[src/hdl/rra_pkg.sv]
/*
  Shared constants for the radio repeater address router: register
  numbers, storage slots, reset values, mode codes and delay-line layout.
  Assumes nothing of its surroundings; every design file imports it.
*/
package rra_pkg;
  // Widths and counts
  localparam int ADDR_W = 8;
  localparam int KEY_W = 24;
  localparam int PAIR_N = 4;
  localparam int SLOT_N = 10;
  localparam int RX_DELAY = 2;
  localparam int DLY_W = 11;

  // Register numbers in command mode
  localparam logic [7:0] REG_LOCAL = 8'h5a;
  localparam logic [7:0] REG_DEST = 8'h5b;
  localparam logic [7:0] REG_P1_SND = 8'h5c;
  localparam logic [7:0] REG_P1_TGT = 8'h5d;
  localparam logic [7:0] REG_P2_SND = 8'h5e;
  localparam logic [7:0] REG_P2_TGT = 8'h5f;
  localparam logic [7:0] REG_P3_SND = 8'h60;
  localparam logic [7:0] REG_P4_TGT = 8'h61;
  localparam logic [7:0] REG_P3_TGT = 8'h62;
  localparam logic [7:0] REG_P4_SND = 8'h63;
  localparam logic [7:0] REG_STATUS = 8'h64;

  // Storage slots: local, destination, then sender/target per pair
  localparam logic [3:0] SLOT_LOCAL = 4'h0;
  localparam logic [3:0] SLOT_DEST = 4'h1;
  localparam int SLOT_PAIR0 = 2;

  // Reset values
  localparam logic [7:0] ADDR_RST = 8'h00;
  localparam logic [KEY_W-1:0] KEY_OFF = 24'h000000;

  // Operating modes
  localparam logic [1:0] MODE_TRANSP = 2'h0;
  localparam logic [1:0] MODE_MODBUS = 2'h1;
  localparam logic [1:0] MODE_MIRROR = 2'h2;
  localparam logic [1:0] MODE_ETHERNET = 2'h3;

  // Delay-line entry: {tag, last, data}
  localparam int DLY_LAST = 8;
  localparam int DLY_TAG = 9;
  localparam logic [1:0] TAG_NONE = 2'h0;
  localparam logic [1:0] TAG_SER = 2'h1;
  localparam logic [1:0] TAG_RLY = 2'h2;

  // Relay header steps
  localparam logic [1:0] RL_NONE = 2'h0;
  localparam logic [1:0] RL_SRC = 2'h1;
  localparam logic [1:0] RL_DST = 2'h2;
endpackage : rra_pkg

[src/hdl/rra_pair_match.sv]
/*
  Compares one source/destination pair against all configured pairs.
  Assumes pairs arrive packed, pair 0 in the low byte.
*/
`timescale 1ns/1ns
`default_nettype none
module rra_pair_match (
  // Configured pairs
  input wire logic [rra_pkg::PAIR_N*8-1:0] snd_in,
  input wire logic [rra_pkg::PAIR_N*8-1:0] tgt_in,
  // Pair to check
  input wire logic [7:0] src_in,
  input wire logic [7:0] dst_in,
  // Result
  output logic hit_out
);
  import rra_pkg::*;

  logic [PAIR_N-1:0] hit_vec; // One bit per configured pair

  // Both addresses must match the same pair
  for (genvar p = 0; p < PAIR_N; p++) begin : g_pair
    assign hit_vec[p] = (snd_in[p*8 +: 8] == src_in) &&
                        (tgt_in[p*8 +: 8] == dst_in);
  end

  assign hit_out = |hit_vec;
endmodule : rra_pair_match
`default_nettype wire

[src/hdl/rra_router.sv]
/*
  Address router and repeater for radio frames, with frame scrambling.
  Assumes byte streams synchronous to clk_in, at most one byte per cycle,
  and that the serial and radio sinks always accept what is offered.
*/
`timescale 1ns/1ns
`default_nettype none
module rra_router (
  // Clock and reset
  input wire logic clk_in,
  input wire logic rst_in,
  // Command-mode register access
  input wire logic reg_wr_in,
  input wire logic reg_rd_in,
  input wire logic [7:0] reg_num_in,
  input wire logic [7:0] reg_wdata_in,
  output logic [7:0] reg_rdata_out,
  // Operating configuration
  input wire logic route_en_in,
  input wire logic [1:0] op_mode_in,
  input wire logic enc_en_in,
  input wire logic [rra_pkg::KEY_W-1:0] key_in,
  // Serial host data to send by radio
  input wire logic host_valid_in,
  input wire logic [7:0] host_data_in,
  input wire logic host_last_in,
  output logic host_ready_out,
  // Radio receive stream
  input wire logic rx_valid_in,
  input wire logic [7:0] rx_data_in,
  input wire logic rx_last_in,
  // Radio transmit stream
  output logic rad_valid_out,
  output logic [7:0] rad_data_out,
  output logic rad_last_out,
  // Serial output stream
  output logic ser_valid_out,
  output logic [7:0] ser_data_out,
  output logic ser_last_out
);
  import rra_pkg::*;

  typedef enum logic [2:0] {RX_IDLE, RX_DST, RX_SER, RX_RLY, RX_DROP}
    rra_rx_t;
  typedef enum logic [1:0] {O_IDLE, O_SRC, O_DST, O_DATA} rra_org_t;

  // Register number to storage slot; bit 4 marks a mapped slot
  function automatic logic [4:0] reg_slot(input logic [7:0] num);
    case (num)
      REG_LOCAL: reg_slot = 5'h10;
      REG_DEST: reg_slot = 5'h11;
      REG_P1_SND: reg_slot = 5'h12;
      REG_P1_TGT: reg_slot = 5'h13;
      REG_P2_SND: reg_slot = 5'h14;
      REG_P2_TGT: reg_slot = 5'h15;
      REG_P3_SND: reg_slot = 5'h16;
      REG_P3_TGT: reg_slot = 5'h17;
      REG_P4_SND: reg_slot = 5'h18;
      REG_P4_TGT: reg_slot = 5'h19;
      default: reg_slot = 5'h00;
    endcase
  endfunction : reg_slot

  logic [7:0] addr_q [SLOT_N]; // Address registers
  logic [7:0] local_addr; // Own address
  logic [7:0] dest_addr; // Final destination for originated frames
  logic [PAIR_N*8-1:0] snd_vec; // Pair senders, packed
  logic [PAIR_N*8-1:0] tgt_vec; // Pair targets, packed
  logic [4:0] wr_slot; // Decoded write slot
  logic [4:0] rd_slot; // Decoded read slot
  logic [7:0] status; // Live state for readback
  logic [7:0] rd_value; // Read mux result
  logic route_active; // Routing applies in this mode
  logic enc_on; // Scrambling applies

  // Register file

  assign wr_slot = reg_slot(reg_num_in);
  assign rd_slot = reg_slot(reg_num_in);
  assign local_addr = addr_q[SLOT_LOCAL];
  assign dest_addr = addr_q[SLOT_DEST];

  // Pack pairs for the matcher
  for (genvar p = 0; p < PAIR_N; p++) begin : g_pack
    assign snd_vec[p*8 +: 8] = addr_q[SLOT_PAIR0 + 2*p];
    assign tgt_vec[p*8 +: 8] = addr_q[SLOT_PAIR0 + 2*p + 1];
  end

  // Writes to mapped address registers
  always_ff @(posedge clk_in or posedge rst_in) begin
    if (rst_in) begin
      for (int i = 0; i < SLOT_N; i++) begin
        addr_q[i] <= ADDR_RST;
      end
    end else if (reg_wr_in && wr_slot[4]) begin
      addr_q[wr_slot[3:0]] <= reg_wdata_in;
    end
  end

  // Routing only outside Ethernet operation; zero key turns scrambling off
  assign route_active = route_en_in && (op_mode_in != MODE_ETHERNET);
  assign enc_on = enc_en_in && (key_in != KEY_OFF);

  // Read mux; unmapped numbers read zero
  assign rd_value = rd_slot[4] ? addr_q[rd_slot[3:0]] :
                    (reg_num_in == REG_STATUS) ? status : 8'h00;

  // Read data held until the next read
  always_ff @(posedge clk_in or posedge rst_in) begin
    if (rst_in) begin
      reg_rdata_out <= 8'h00;
    end else if (reg_rd_in) begin
      reg_rdata_out <= rd_value;
    end
  end

  // Receive path

  rra_rx_t rstate; // Receive frame state
  rra_rx_t next_rstate;
  rra_org_t ostate; // Origination state
  rra_org_t next_ostate;
  logic [7:0] rx_plain; // Descrambled receive byte
  logic [7:0] src_q; // Received source address
  logic [7:0] dst_q; // Received destination address
  logic hdr_last_q; // Frame ended on its destination byte
  logic hit; // Address pair recognised
  logic to_local; // Recognised and meant for us
  logic decide; // Destination byte arrives this cycle
  logic relay_go; // Start a relay header
  logic [1:0] rl_step; // Relay header progress
  logic [1:0] tag_in; // Route of the arriving byte
  logic [DLY_W-1:0] dly [RX_DELAY]; // Two-byte delay for header room
  logic relay_busy; // Radio transmitter owned by a relay

  rra_scrambler u_rx_scr (
    .clk_in(clk_in),
    .rst_in(rst_in),
    .key_in(key_in),
    .enc_on_in(enc_on),
    .start_in(rstate == RX_IDLE),
    .step_in(rx_valid_in),
    .byte_in(rx_data_in),
    .byte_out(rx_plain)
  );

  rra_pair_match u_match (
    .snd_in(snd_vec),
    .tgt_in(tgt_vec),
    .src_in(src_q),
    .dst_in(rx_plain),
    .hit_out(hit)
  );

  assign decide = (rstate == RX_DST) && rx_valid_in;
  assign to_local = hit && (rx_plain == local_addr);
  // Relay only if our own transmission is not in progress
  assign relay_go = decide && hit && !to_local && (ostate == O_IDLE);

  // Route tag for payload bytes; dropped bytes carry none
  assign tag_in = !rx_valid_in ? TAG_NONE :
    ((rstate == RX_IDLE && !route_active) || rstate == RX_SER) ? TAG_SER :
    (rstate == RX_RLY) ? TAG_RLY : TAG_NONE;

  assign relay_busy = (rstate == RX_RLY) || (rl_step != RL_NONE) ||
                      (dly[0][DLY_TAG +: 2] == TAG_RLY) ||
                      (dly[1][DLY_TAG +: 2] == TAG_RLY);

  // Receive frame sequencing
  always_comb begin
    next_rstate = rstate;
    case (rstate)
      RX_IDLE: begin
        if (rx_valid_in && !rx_last_in) begin
          next_rstate = route_active ? RX_DST : RX_SER;
        end
      end
      RX_DST: begin
        if (rx_valid_in) begin
          if (rx_last_in) begin
            next_rstate = RX_IDLE;
          end else if (hit && to_local) begin
            next_rstate = RX_SER;
          end else if (relay_go) begin
            next_rstate = RX_RLY;
          end else begin
            next_rstate = RX_DROP;
          end
        end
      end
      RX_SER, RX_RLY, RX_DROP: begin
        if (rx_valid_in && rx_last_in) begin
          next_rstate = RX_IDLE;
        end
      end
      default: next_rstate = RX_IDLE;
    endcase
  end

  // Receive state, captured header and relay header steps
  always_ff @(posedge clk_in or posedge rst_in) begin
    if (rst_in) begin
      rstate <= RX_IDLE;
      src_q <= ADDR_RST;
      dst_q <= ADDR_RST;
      hdr_last_q <= 1'b0;
      rl_step <= RL_NONE;
    end else begin
      rstate <= next_rstate;
      if (rstate == RX_IDLE && rx_valid_in) begin
        src_q <= rx_plain;
      end
      if (decide) begin
        dst_q <= rx_plain;
        hdr_last_q <= rx_last_in;
      end
      rl_step <= relay_go ? RL_SRC :
                 (rl_step == RL_SRC) ? RL_DST : RL_NONE;
    end
  end

  // Delay line gives the relay header two free cycles
  always_ff @(posedge clk_in or posedge rst_in) begin
    if (rst_in) begin
      for (int i = 0; i < RX_DELAY; i++) begin
        dly[i] <= '0;
      end
    end else begin
      dly[0] <= {tag_in, rx_last_in, rx_plain};
      dly[1] <= dly[0];
    end
  end

  // Origination of host frames

  logic o_first_q; // Next host byte opens an unaddressed frame
  logic host_take; // Host byte taken this cycle
  logic host_start; // Host frame may begin

  assign host_take = (ostate == O_DATA) && host_valid_in && host_ready_out;
  assign host_start = host_valid_in && !relay_busy && (rstate != RX_DST);

  always_comb begin
    next_ostate = ostate;
    case (ostate)
      O_IDLE: begin
        if (host_start) begin
          next_ostate = route_active ? O_SRC : O_DATA;
        end
      end
      O_SRC: next_ostate = O_DST;
      O_DST: next_ostate = O_DATA;
      O_DATA: begin
        if (host_take && host_last_in) begin
          next_ostate = O_IDLE;
        end
      end
      default: next_ostate = O_IDLE;
    endcase
  end

  // Host handshake state; ready only while payload is being passed
  always_ff @(posedge clk_in or posedge rst_in) begin
    if (rst_in) begin
      ostate <= O_IDLE;
      host_ready_out <= 1'b0;
      o_first_q <= 1'b0;
    end else begin
      ostate <= next_ostate;
      host_ready_out <= (next_ostate == O_DATA);
      if (ostate == O_IDLE && next_ostate == O_DATA) begin
        o_first_q <= 1'b1;
      end else if (host_take) begin
        o_first_q <= 1'b0;
      end
    end
  end

  // Transmit selection

  logic rly_byte; // Relay payload leaves the delay line
  logic tx_go; // Radio byte this cycle
  logic tx_first; // First byte of a radio frame
  logic tx_last; // Last byte of a radio frame
  logic [7:0] tx_plain; // Byte before scrambling
  logic [7:0] tx_enc; // Byte after scrambling
  logic [7:0] tx_plain_q; // Registered plain byte, watched by checks

  assign rly_byte = dly[1][DLY_TAG +: 2] == TAG_RLY;
  assign tx_go = (rl_step != RL_NONE) || rly_byte || (ostate == O_SRC) ||
                 (ostate == O_DST) || host_take;
  assign tx_first = (rl_step == RL_SRC) || (ostate == O_SRC) ||
                    (host_take && o_first_q);
  // Relay header: our address replaces the source, then destination
  assign tx_plain = (rl_step == RL_SRC) ? local_addr :
                    (rl_step == RL_DST) ? dst_q :
                    rly_byte ? dly[1][7:0] :
                    (ostate == O_SRC) ? local_addr :
                    (ostate == O_DST) ? dest_addr : host_data_in;
  assign tx_last = (rl_step == RL_SRC) ? 1'b0 :
                   (rl_step == RL_DST) ? hdr_last_q :
                   rly_byte ? dly[1][DLY_LAST] :
                   (ostate == O_DATA) && host_last_in;

  rra_scrambler u_tx_scr (
    .clk_in(clk_in),
    .rst_in(rst_in),
    .key_in(key_in),
    .enc_on_in(enc_on),
    .start_in(tx_first),
    .step_in(tx_go),
    .byte_in(tx_plain),
    .byte_out(tx_enc)
  );

  // Output registers for radio and serial streams
  always_ff @(posedge clk_in or posedge rst_in) begin
    if (rst_in) begin
      rad_valid_out <= 1'b0;
      rad_data_out <= 8'h00;
      rad_last_out <= 1'b0;
      tx_plain_q <= 8'h00;
      ser_valid_out <= 1'b0;
      ser_data_out <= 8'h00;
      ser_last_out <= 1'b0;
    end else begin
      rad_valid_out <= tx_go;
      rad_data_out <= tx_enc;
      rad_last_out <= tx_go && tx_last;
      tx_plain_q <= tx_plain;
      ser_valid_out <= dly[1][DLY_TAG +: 2] == TAG_SER;
      ser_data_out <= dly[1][7:0];
      ser_last_out <= (dly[1][DLY_TAG +: 2] == TAG_SER) && dly[1][DLY_LAST];
    end
  end

  // Status: bit0 routing, bit1 scrambling, bit2 relay, bit3 host frame
  assign status = {4'h0, ostate != O_IDLE, relay_busy, enc_on, route_active};
endmodule : rra_router
`default_nettype wire

[src/hdl/rra_scrambler.sv]
/*
  Byte scrambler with a 24-bit key that rotates by one byte per byte.
  Assumes one byte per step_in pulse and start_in on each frame's first.
*/
`timescale 1ns/1ns
`default_nettype none
module rra_scrambler (
  // Clock and reset
  input wire logic clk_in,
  input wire logic rst_in,
  // Key control
  input wire logic [rra_pkg::KEY_W-1:0] key_in,
  input wire logic enc_on_in,
  // Byte stream
  input wire logic start_in,
  input wire logic step_in,
  input wire logic [7:0] byte_in,
  output logic [7:0] byte_out
);
  import rra_pkg::*;

  logic [KEY_W-1:0] rot; // Key position for the next byte
  logic [KEY_W-1:0] cur_key; // Key position for this byte
  logic [KEY_W-1:0] next_rot; // Key rotated by one byte

  // A frame always restarts from the configured key
  assign cur_key = start_in ? key_in : rot;
  assign next_rot = {cur_key[7:0], cur_key[KEY_W-1:8]};
  assign byte_out = enc_on_in ? (byte_in ^ cur_key[7:0]) : byte_in;

  // Advance the rotation on each byte taken
  always_ff @(posedge clk_in or posedge rst_in) begin
    if (rst_in) begin
      rot <= KEY_OFF;
    end else if (step_in) begin
      rot <= next_rot;
    end
  end
endmodule : rra_scrambler
`default_nettype wire

[config.mk]
export PLATFORM = sky130hd
export DESIGN_NAME = rra_router
export DESIGN_NICKNAME = d
export VERILOG_FILES = /design/src/hdl/rra_pkg.sv /design/src/hdl/rra_pair_match.sv /design/src/hdl/rra_router.sv /design/src/hdl/rra_scrambler.sv
export SDC_FILE = /design/constraint.sdc
export NUM_CORES = 1
export LEC_CHECK = 0
export ABC_AREA = 1
export BUFFER_PORTS_ARGS = -buffer_cell sky130_fd_sc_hd__buf_4
export CAP_MARGIN = 20
export CORE_MARGIN = 5
export CORE_UTILIZATION = 45
export DETAILED_ROUTE_END_ITERATION = 10
export PLACE_DENSITY = 0.66
export REMOVE_ABC_BUFFERS = 1
export SYNTH_ARGS = -nofsm -noshare
export SYNTH_HDL_FRONTEND = slang
export SYNTH_SLANG_ARGS = --single-unit
[constraint.sdc]
create_clock -name clk_in -period 6.9 [get_ports clk_in]
set_input_delay 1.035 -clock clk_in [delete_from_list [all_inputs] [get_ports clk_in]]
set_output_delay 1.035 -clock clk_in [all_outputs]
set_load 0.1 [all_outputs]
# After elaboration in Yosys (flattened, before gate mapping)
# Index checks and enable logic that the tools add are counted.
# word_totals
regBits	204
latchBits	0
mem_bits_rw	0
mem_bits_ro	0
output_inout_bits	29
elab_cells	163
mem_count	0
# op_classes
add_sub_neg	0
multipliers	0
n_div	0
magnitude_cmp	2
n_eq_ne	38
n_shift	0
mux	40
bitwise	3
reduce_logical	51
# op_table
cell	count
8-bit by 7-bit equality test with 1-bit output, second input constant	11
8-bit two-way mux	11
80-bit bitwise mux	1
8-bit equality test	9
5-bit case mux with 10 select lines	1
24-bit two-way mux	2
8-bit binary-select mux with 4-bit select	1
8-bit demux with 4-bit select	1
1-bit logical AND	28
24-bit nonzero test	1
2-bit two-way mux	9
3-bit two-way mux	6
8-bit bitwise XOR	2
2-bit equality test, second input constant	6
1-bit logical OR	10
3-bit case mux with 3 select lines	1
2-bit != test, second input constant	4
2-bit case mux with 4 select lines	1
2-bit by 1-bit equality test with 1-bit output, second input constant	3
3-bit by 2-bit equality test with 1-bit output, second input constant	2
2-bit nonzero test	3
5-bit greater-or-equal comparator, second input constant	1
5-bit by 1-bit less-than comparator with 1-bit output, second input constant	1
1-bit two-way mux	5
11 further kinds	14

# Depth between registers and ports, before layout
# depth
ltp_word	16
depth_mapped	19
mapped_depth_nobuf	19

# Modules after synthesis
# From an unflattened synthesis, not the netlist that was laid out.
# hier_totals
cells_unflattened	1620
hier_area_um2	11219.5
# by_module_without_submodules
module	instances	cells_per_inst	area_each_um2
rra_router	1	867	7113.1
rra_scrambler	2	215	1427.6
rra_pair_match	1	323	1251.2

# Worst setup path before layout
# Ideal clock, no wire load.
# synth_timing
kind	input to register
startpoint	input key_in[15] in the netlist's numbering
endpoint	register rl_step[1]
setup_time_ns	0.127
arrival_ns	2.448
required_ns	6.773
slack_ns	4.325
path_stages	15
n_path_buf	1
path_cell_list	nor2_1 > nand2_1 > nor2_2 > nand3_4 > nand2_2 > buf_6 > nand2_2 > nand2_4 > xor2_1 > nand3_1 > nor2_1 > nor2_1 > nand2_2 > and2_4 > nor2_2
# synth_between
elab_chain_len	11
word_cells_on_any_way	19
cone_classes	eq/ne (5); mux (2); reduce/logical (12)
# synth_lines
element	line	source
from (decl)	rra_router.sv:22	input wire logic [rra_pkg::KEY_W-1:0] key_in,
24-bit nonzero test *	rra_router.sv:102	assign enc_on = enc_en_in && (key_in != KEY_OFF);
1-bit logical AND *	rra_router.sv:102	
8-bit two-way mux *	rra_scrambler.sv:29	assign byte_out = enc_on_in ? (byte_in ^ cur_key[7:0]) : byte_in;
8-bit equality test	rra_pair_match.sv:24	(tgt_in[p*8 +: 8] == dst_in);
1-bit logical AND	rra_pair_match.sv:23	assign hit_vec[p] = (snd_in[p*8 +: 8] == src_in) &&
4-bit OR reduction	rra_pair_match.sv:27	assign hit_out = |hit_vec;
1-bit logical AND	rra_router.sv:156	assign to_local = hit && (rx_plain == local_addr);
1-bit zero test	rra_router.sv:158	assign relay_go = decide && hit && !to_local && (ostate == O_IDLE);
1-bit logical AND * (2 in a row)	rra_router.sv:158	
named net relay_go	rra_router.sv:130	logic relay_go;
2-bit two-way mux *	rra_router.sv:217	rl_step <= relay_go ? RL_SRC :
to (signal assigned)	rra_router.sv:217	
to (decl)	rra_router.sv:131	logic [1:0] rl_step;
# Mark *: on every way through the listed nets, which the timed path passes. The rest lies on a longest branch.
# A chain may end at the register's enable or synchronous reset.

# Worst setup path in the final report
# layout_timing
startpoint	register dly[10] in the netlist's numbering
endpoint	register u_tx_scr.rot[5]
# layout_between
elab_chain_len	5
# layout_lines
element	line	source
from (decl)	rra_router.sv:133	logic [DLY_W-1:0] dly [RX_DELAY];
2-bit equality test	rra_router.sv:289	assign rly_byte = dly[1][DLY_TAG +: 2] == TAG_RLY;
1-bit logical OR (3 in a row)	rra_router.sv:290	assign tx_go = (rl_step != RL_NONE) || rly_byte || (ostate == O_SRC) ||
1-bit logical OR	rra_router.sv:291	(ostate == O_DST) || host_take;
to (signal assigned)	rra_scrambler.sv:36	rot <= next_rot;
to (decl)	rra_scrambler.sv:22	logic [KEY_W-1:0] rot;
# No other way between the ends.

==> results <==
- Internal power comes to 2830 uW.
- Of all nets on the critical path, the largest fanout is 33.
- The flip-flop and latch count after synthesis is 204.
- The instance count of the mapped netlist is roughly 1300.
- The area growth from synthesis to layout is 16.1%.
- The setup TNS is 0 ns.
- After clock tree synthesis, the repair step resized 0 gates.
- The CTS tree is built.
- Setup repair after global routing left no endpoint under its margin.
- The routability-driven placement congestion ratio is around 0.95.
- The final period demand of the worst path is 3.24 ns.
- The I/O pin count is 97.
- Setup violations remaining at the end of the flow were counted as 0.
- The run finished with clean final reports.
- In this run, distinct cell masters in the synthesized netlist total 43.
- The endpoint kind of the worst setup timing path is a flop.
- The total clock buffers created by CTS is 23.
- The fraction of the yosys area taken by sequential cells is 48.5%.
- Of the cells placed in the final design, the portion with a size suffix greater than 1 is 15.4%.
- The total vias in the final route is 9228.
- The pin count of the biggest net entering global routing is 132.
- The starting utilization of the core area is 45.2%.
- The worst pin sits at a relative slew slack of 32.2%.
- The worst-case IR drop observed on VDD is 0.259 mV.
- The final max-slew violation count came to 0.
- The number of H-tree levels is 1.
- The path class of the tightest hold or removal check is reg -> reg.
- The number of max-cap violations is 0.
- The kind of critical path is reg -> reg.
- The core region area is approximately 23000 um^2.
- OpenSTA, run right after detailed placement, puts the worst setup slack at 3.35 ns.
- A synthesized cell averages 8.05 um^2.
- Between clock sinks in the finished design, the worst skew comes to 0.0108 ns.
- After detailed routing, the average wire length per cell comes to 18.3 um.
- The share of total power in sequential cells is 35.1%.
- For hold timing, the worst endpoint is dly[6].
- The number of warnings printed during yosys synthesis is 0.
- The static leakage power is 0.00566 uW.
- The launching element type of the critical path is a flop.
- The mapped cell area is 10500 um^2.
- The number of global-route vias before repair is between 8000 and 9000.
- The clock passes through at most 3 buffers.
- The slack of the worst reg-to-reg path is between 3 and 4 ns.
- The launching point of the worst reg2reg path is dly[10].
- Net switching is 42.5% of the power.
- The worst hold slack is 0.346 ns.
- The final net count is 1448.
- The number of hold-repair buffers added at the cts stage is 0.
- The detailed-router iteration count before antenna repair is 5.
- The number of cells on the worst reg-to-reg path is 8.
- The number of violations reported at the end of detailed-routing iteration 0 is just under 900.
- The first global-routing pass estimated slightly below 50000 um of wire.
- After floorplanning, the core was divided into 56 placement rows.
- For the worst setup path, the data required time is 7.28 ns.
- In this run, the clock network consumes about a quarter of the power.
- Summed over all layers, the global routing overflow is 0.
- The final critical path takes up 46.9% of the cycle.
- Clock tree synthesis found a total of 204 sinks.
- The area of the die is roughly 27000 um^2.
- Data arrives at the worst endpoint at 3.62 ns.
- The pin slew with the least headroom to its limit is 1.01 ns.
- The power dissipated by switching net loads is 2090 uW.
- Along the worst hold path, the cell count comes to 0.
- The die is approximately 160 um wide.
- The number of nets still failing antenna checks after routing is 0.
- The completed layout was analyzed and its total power is around 4900 uW.
- The top cell types in the final layout, fill and taps aside, are nand2_1 (358), dfrtp_1 (204), o21ai_0 (161).
- The aggregate global-route resource usage is 23.6%.
- The vertical die dimension is 163 um.
- The final setup slack of the worst path is approximately 3.7 ns.
- Leaving out fill and tap cells, the most frequent cell in the layout is nand2_1.
- The final hold violation count came to 0.
- For this run, asynchronously set or reset flops after synthesis account for 100%.
- In this run the clock root is driven by a clkbuf_16.
- The startpoint identified for the worst hold timing path is dly[17].
- The utilization after layout is 52.5%.
- The number of enable-type register cells in the synthesized netlist is 0.
- The most used flip-flop cell after synthesis is dfrtp_1.
- Buffers placed on the I/O ports in this run total 96.
- The worst-skew pair later-pin latency is 0.53 ns.
- In this run the critical register-to-register path is captured at u_tx_scr.rot[5].
- In the routed layout, each cell is associated on average with a via count of roughly 5.4.
- The initial antenna violation count is 0.
- Dividing total power by cell area gives a power density of 403 nW/um^2.
- The clock slew at the register clock pins of the worst setup and hold paths is 0.06 ns.
- The wire length after detailed routing is 31300 um.
- Detailed placement ended at an HPWL of 22700 um.
- Timing would allow up to between 300 and 400 MHz.
- The number of antenna diodes in the final layout is 0.
- The post-CTS setup repair buffer count is 0.
- The DRC violation count after routing is 0.
- The part of the total power dissipated in combinational logic is roughly two fifths.
-- through the flow --
step                instances  cell area (um^2)
floorplan                1255             10300
global placement         1674             11400
detailed placement       1674             11400
CTS                      1716             12200
global route             1716             12200
finish                   1716             12200
-- critical path: stages (launching register included) --
cell and delay, ns:
dfrtp_1 0.39, nand2_1 0.45, inv_1 0.19, nor3_1 0.17, inv_1 0.10, nor3_2 0.77, inv_1 0.70, nor2_1 0.25
a31oi_1 0.06
-- power groups by stage --
stage	registers [uW]	logic, uW	clock network [uW]
finish	1730	1950	1240
global route	1770	2140	1310
CTS	1720	1960	1260
detailed placement	1740	1950	0
global placement	1730	1920	0
floorplan	2070	1080	0
-- layout make-up --
class                   count  area [um^2]
clock buffers              33          683
clock inverters             9         92.6
fillers                  2272        11100
inverters                 118          450
multi-input cells         933         4730
flip-flops and latches    204         5100
well taps                 319          399
repair buffers            100          751
-- worst max path at each step --
stage / start / endpoint / slack (ns) / cells past startpoint
after floorplan: rst_in / addr_q[0] / 0.30 / 1
after global placement: reg_num_in[7] / addr_q[50] / 3.47 / 9
after detailed placement: reg_num_in[7] / addr_q[62] / 3.35 / 10
after CTS: dly[10] / u_tx_scr.rot[5] / 3.68 / 8
after global routing: dly[10] / u_tx_scr.rot[5] / 3.38 / 8
final: dly[10] / u_tx_scr.rot[5] / 3.66 / 8
-- cell usage after synthesis, types with 4 or more instances --
master | instances | share of area [%]
inv_1 | 111 | 4.0
nand2_4 | 12 | 1.3
o22ai_1 | 17 | 1.0
nor2_4 | 6 | 0.64
dfrtp_1 | 204 | 49
nand3_4 | 4 | 0.67
o21ai_1 | 7 | 0.33
nand3_1 | 69 | 3.3
a31oi_1 | 17 | 1.0
nor3_1 | 6 | 0.29
clkbuf_1 | 36 | 1.3
inv_2 | 5 | 0.18
o211ai_1 | 10 | 0.71
a22oi_1 | 9 | 0.64
xor2_1 | 10 | 0.83
nand2_2 | 18 | 1.1
nand2_1 | 358 | 13
buf_2 | 11 | 0.52
nor2_2 | 5 | 0.30
nand4_1 | 19 | 1.1
a21oi_1 | 25 | 1.2
buf_6 | 4 | 0.43
nor2_1 | 98 | 3.5
nand3b_1 | 9 | 0.64
xnor2_1 | 35 | 2.9
o21ai_0 | 161 | 7.7
or2_2 | 8 | 0.48
nand3_2 | 9 | 0.86
-- logic make-up (layout without fill, tap and decap cells) --
logic type | after synthesis | in the layout | share of synthesized area, %
AO/OA/AOI/OAI | 261 | 261 | 13.8
XOR/XNOR | 45 | 45 | 3.75
buffers and inverters | 170 | 260 | 6.52
flip-flops | 204 | 204 | 48.5
AND/OR/NAND/NOR | 627 | 627 | 27.4
-- flip-flops by register name, indices dropped and copies added (netlist names), 22 cells and up --
register and cells:
dly 22, u_tx_scr.rot 24, addr_q 64, u_rx_scr.rot 24
-- metal layers --
metal  global-route usage (%)  up-vias  routed length, um
met5                    0.189        -                  0
met4                     6.60        0                849
met3                     3.29       54               2300
met2                     37.5      344              14400
met1                     33.9     4396              13700
li1                         -     4434                  -
(Power assumes the default switching activity.)
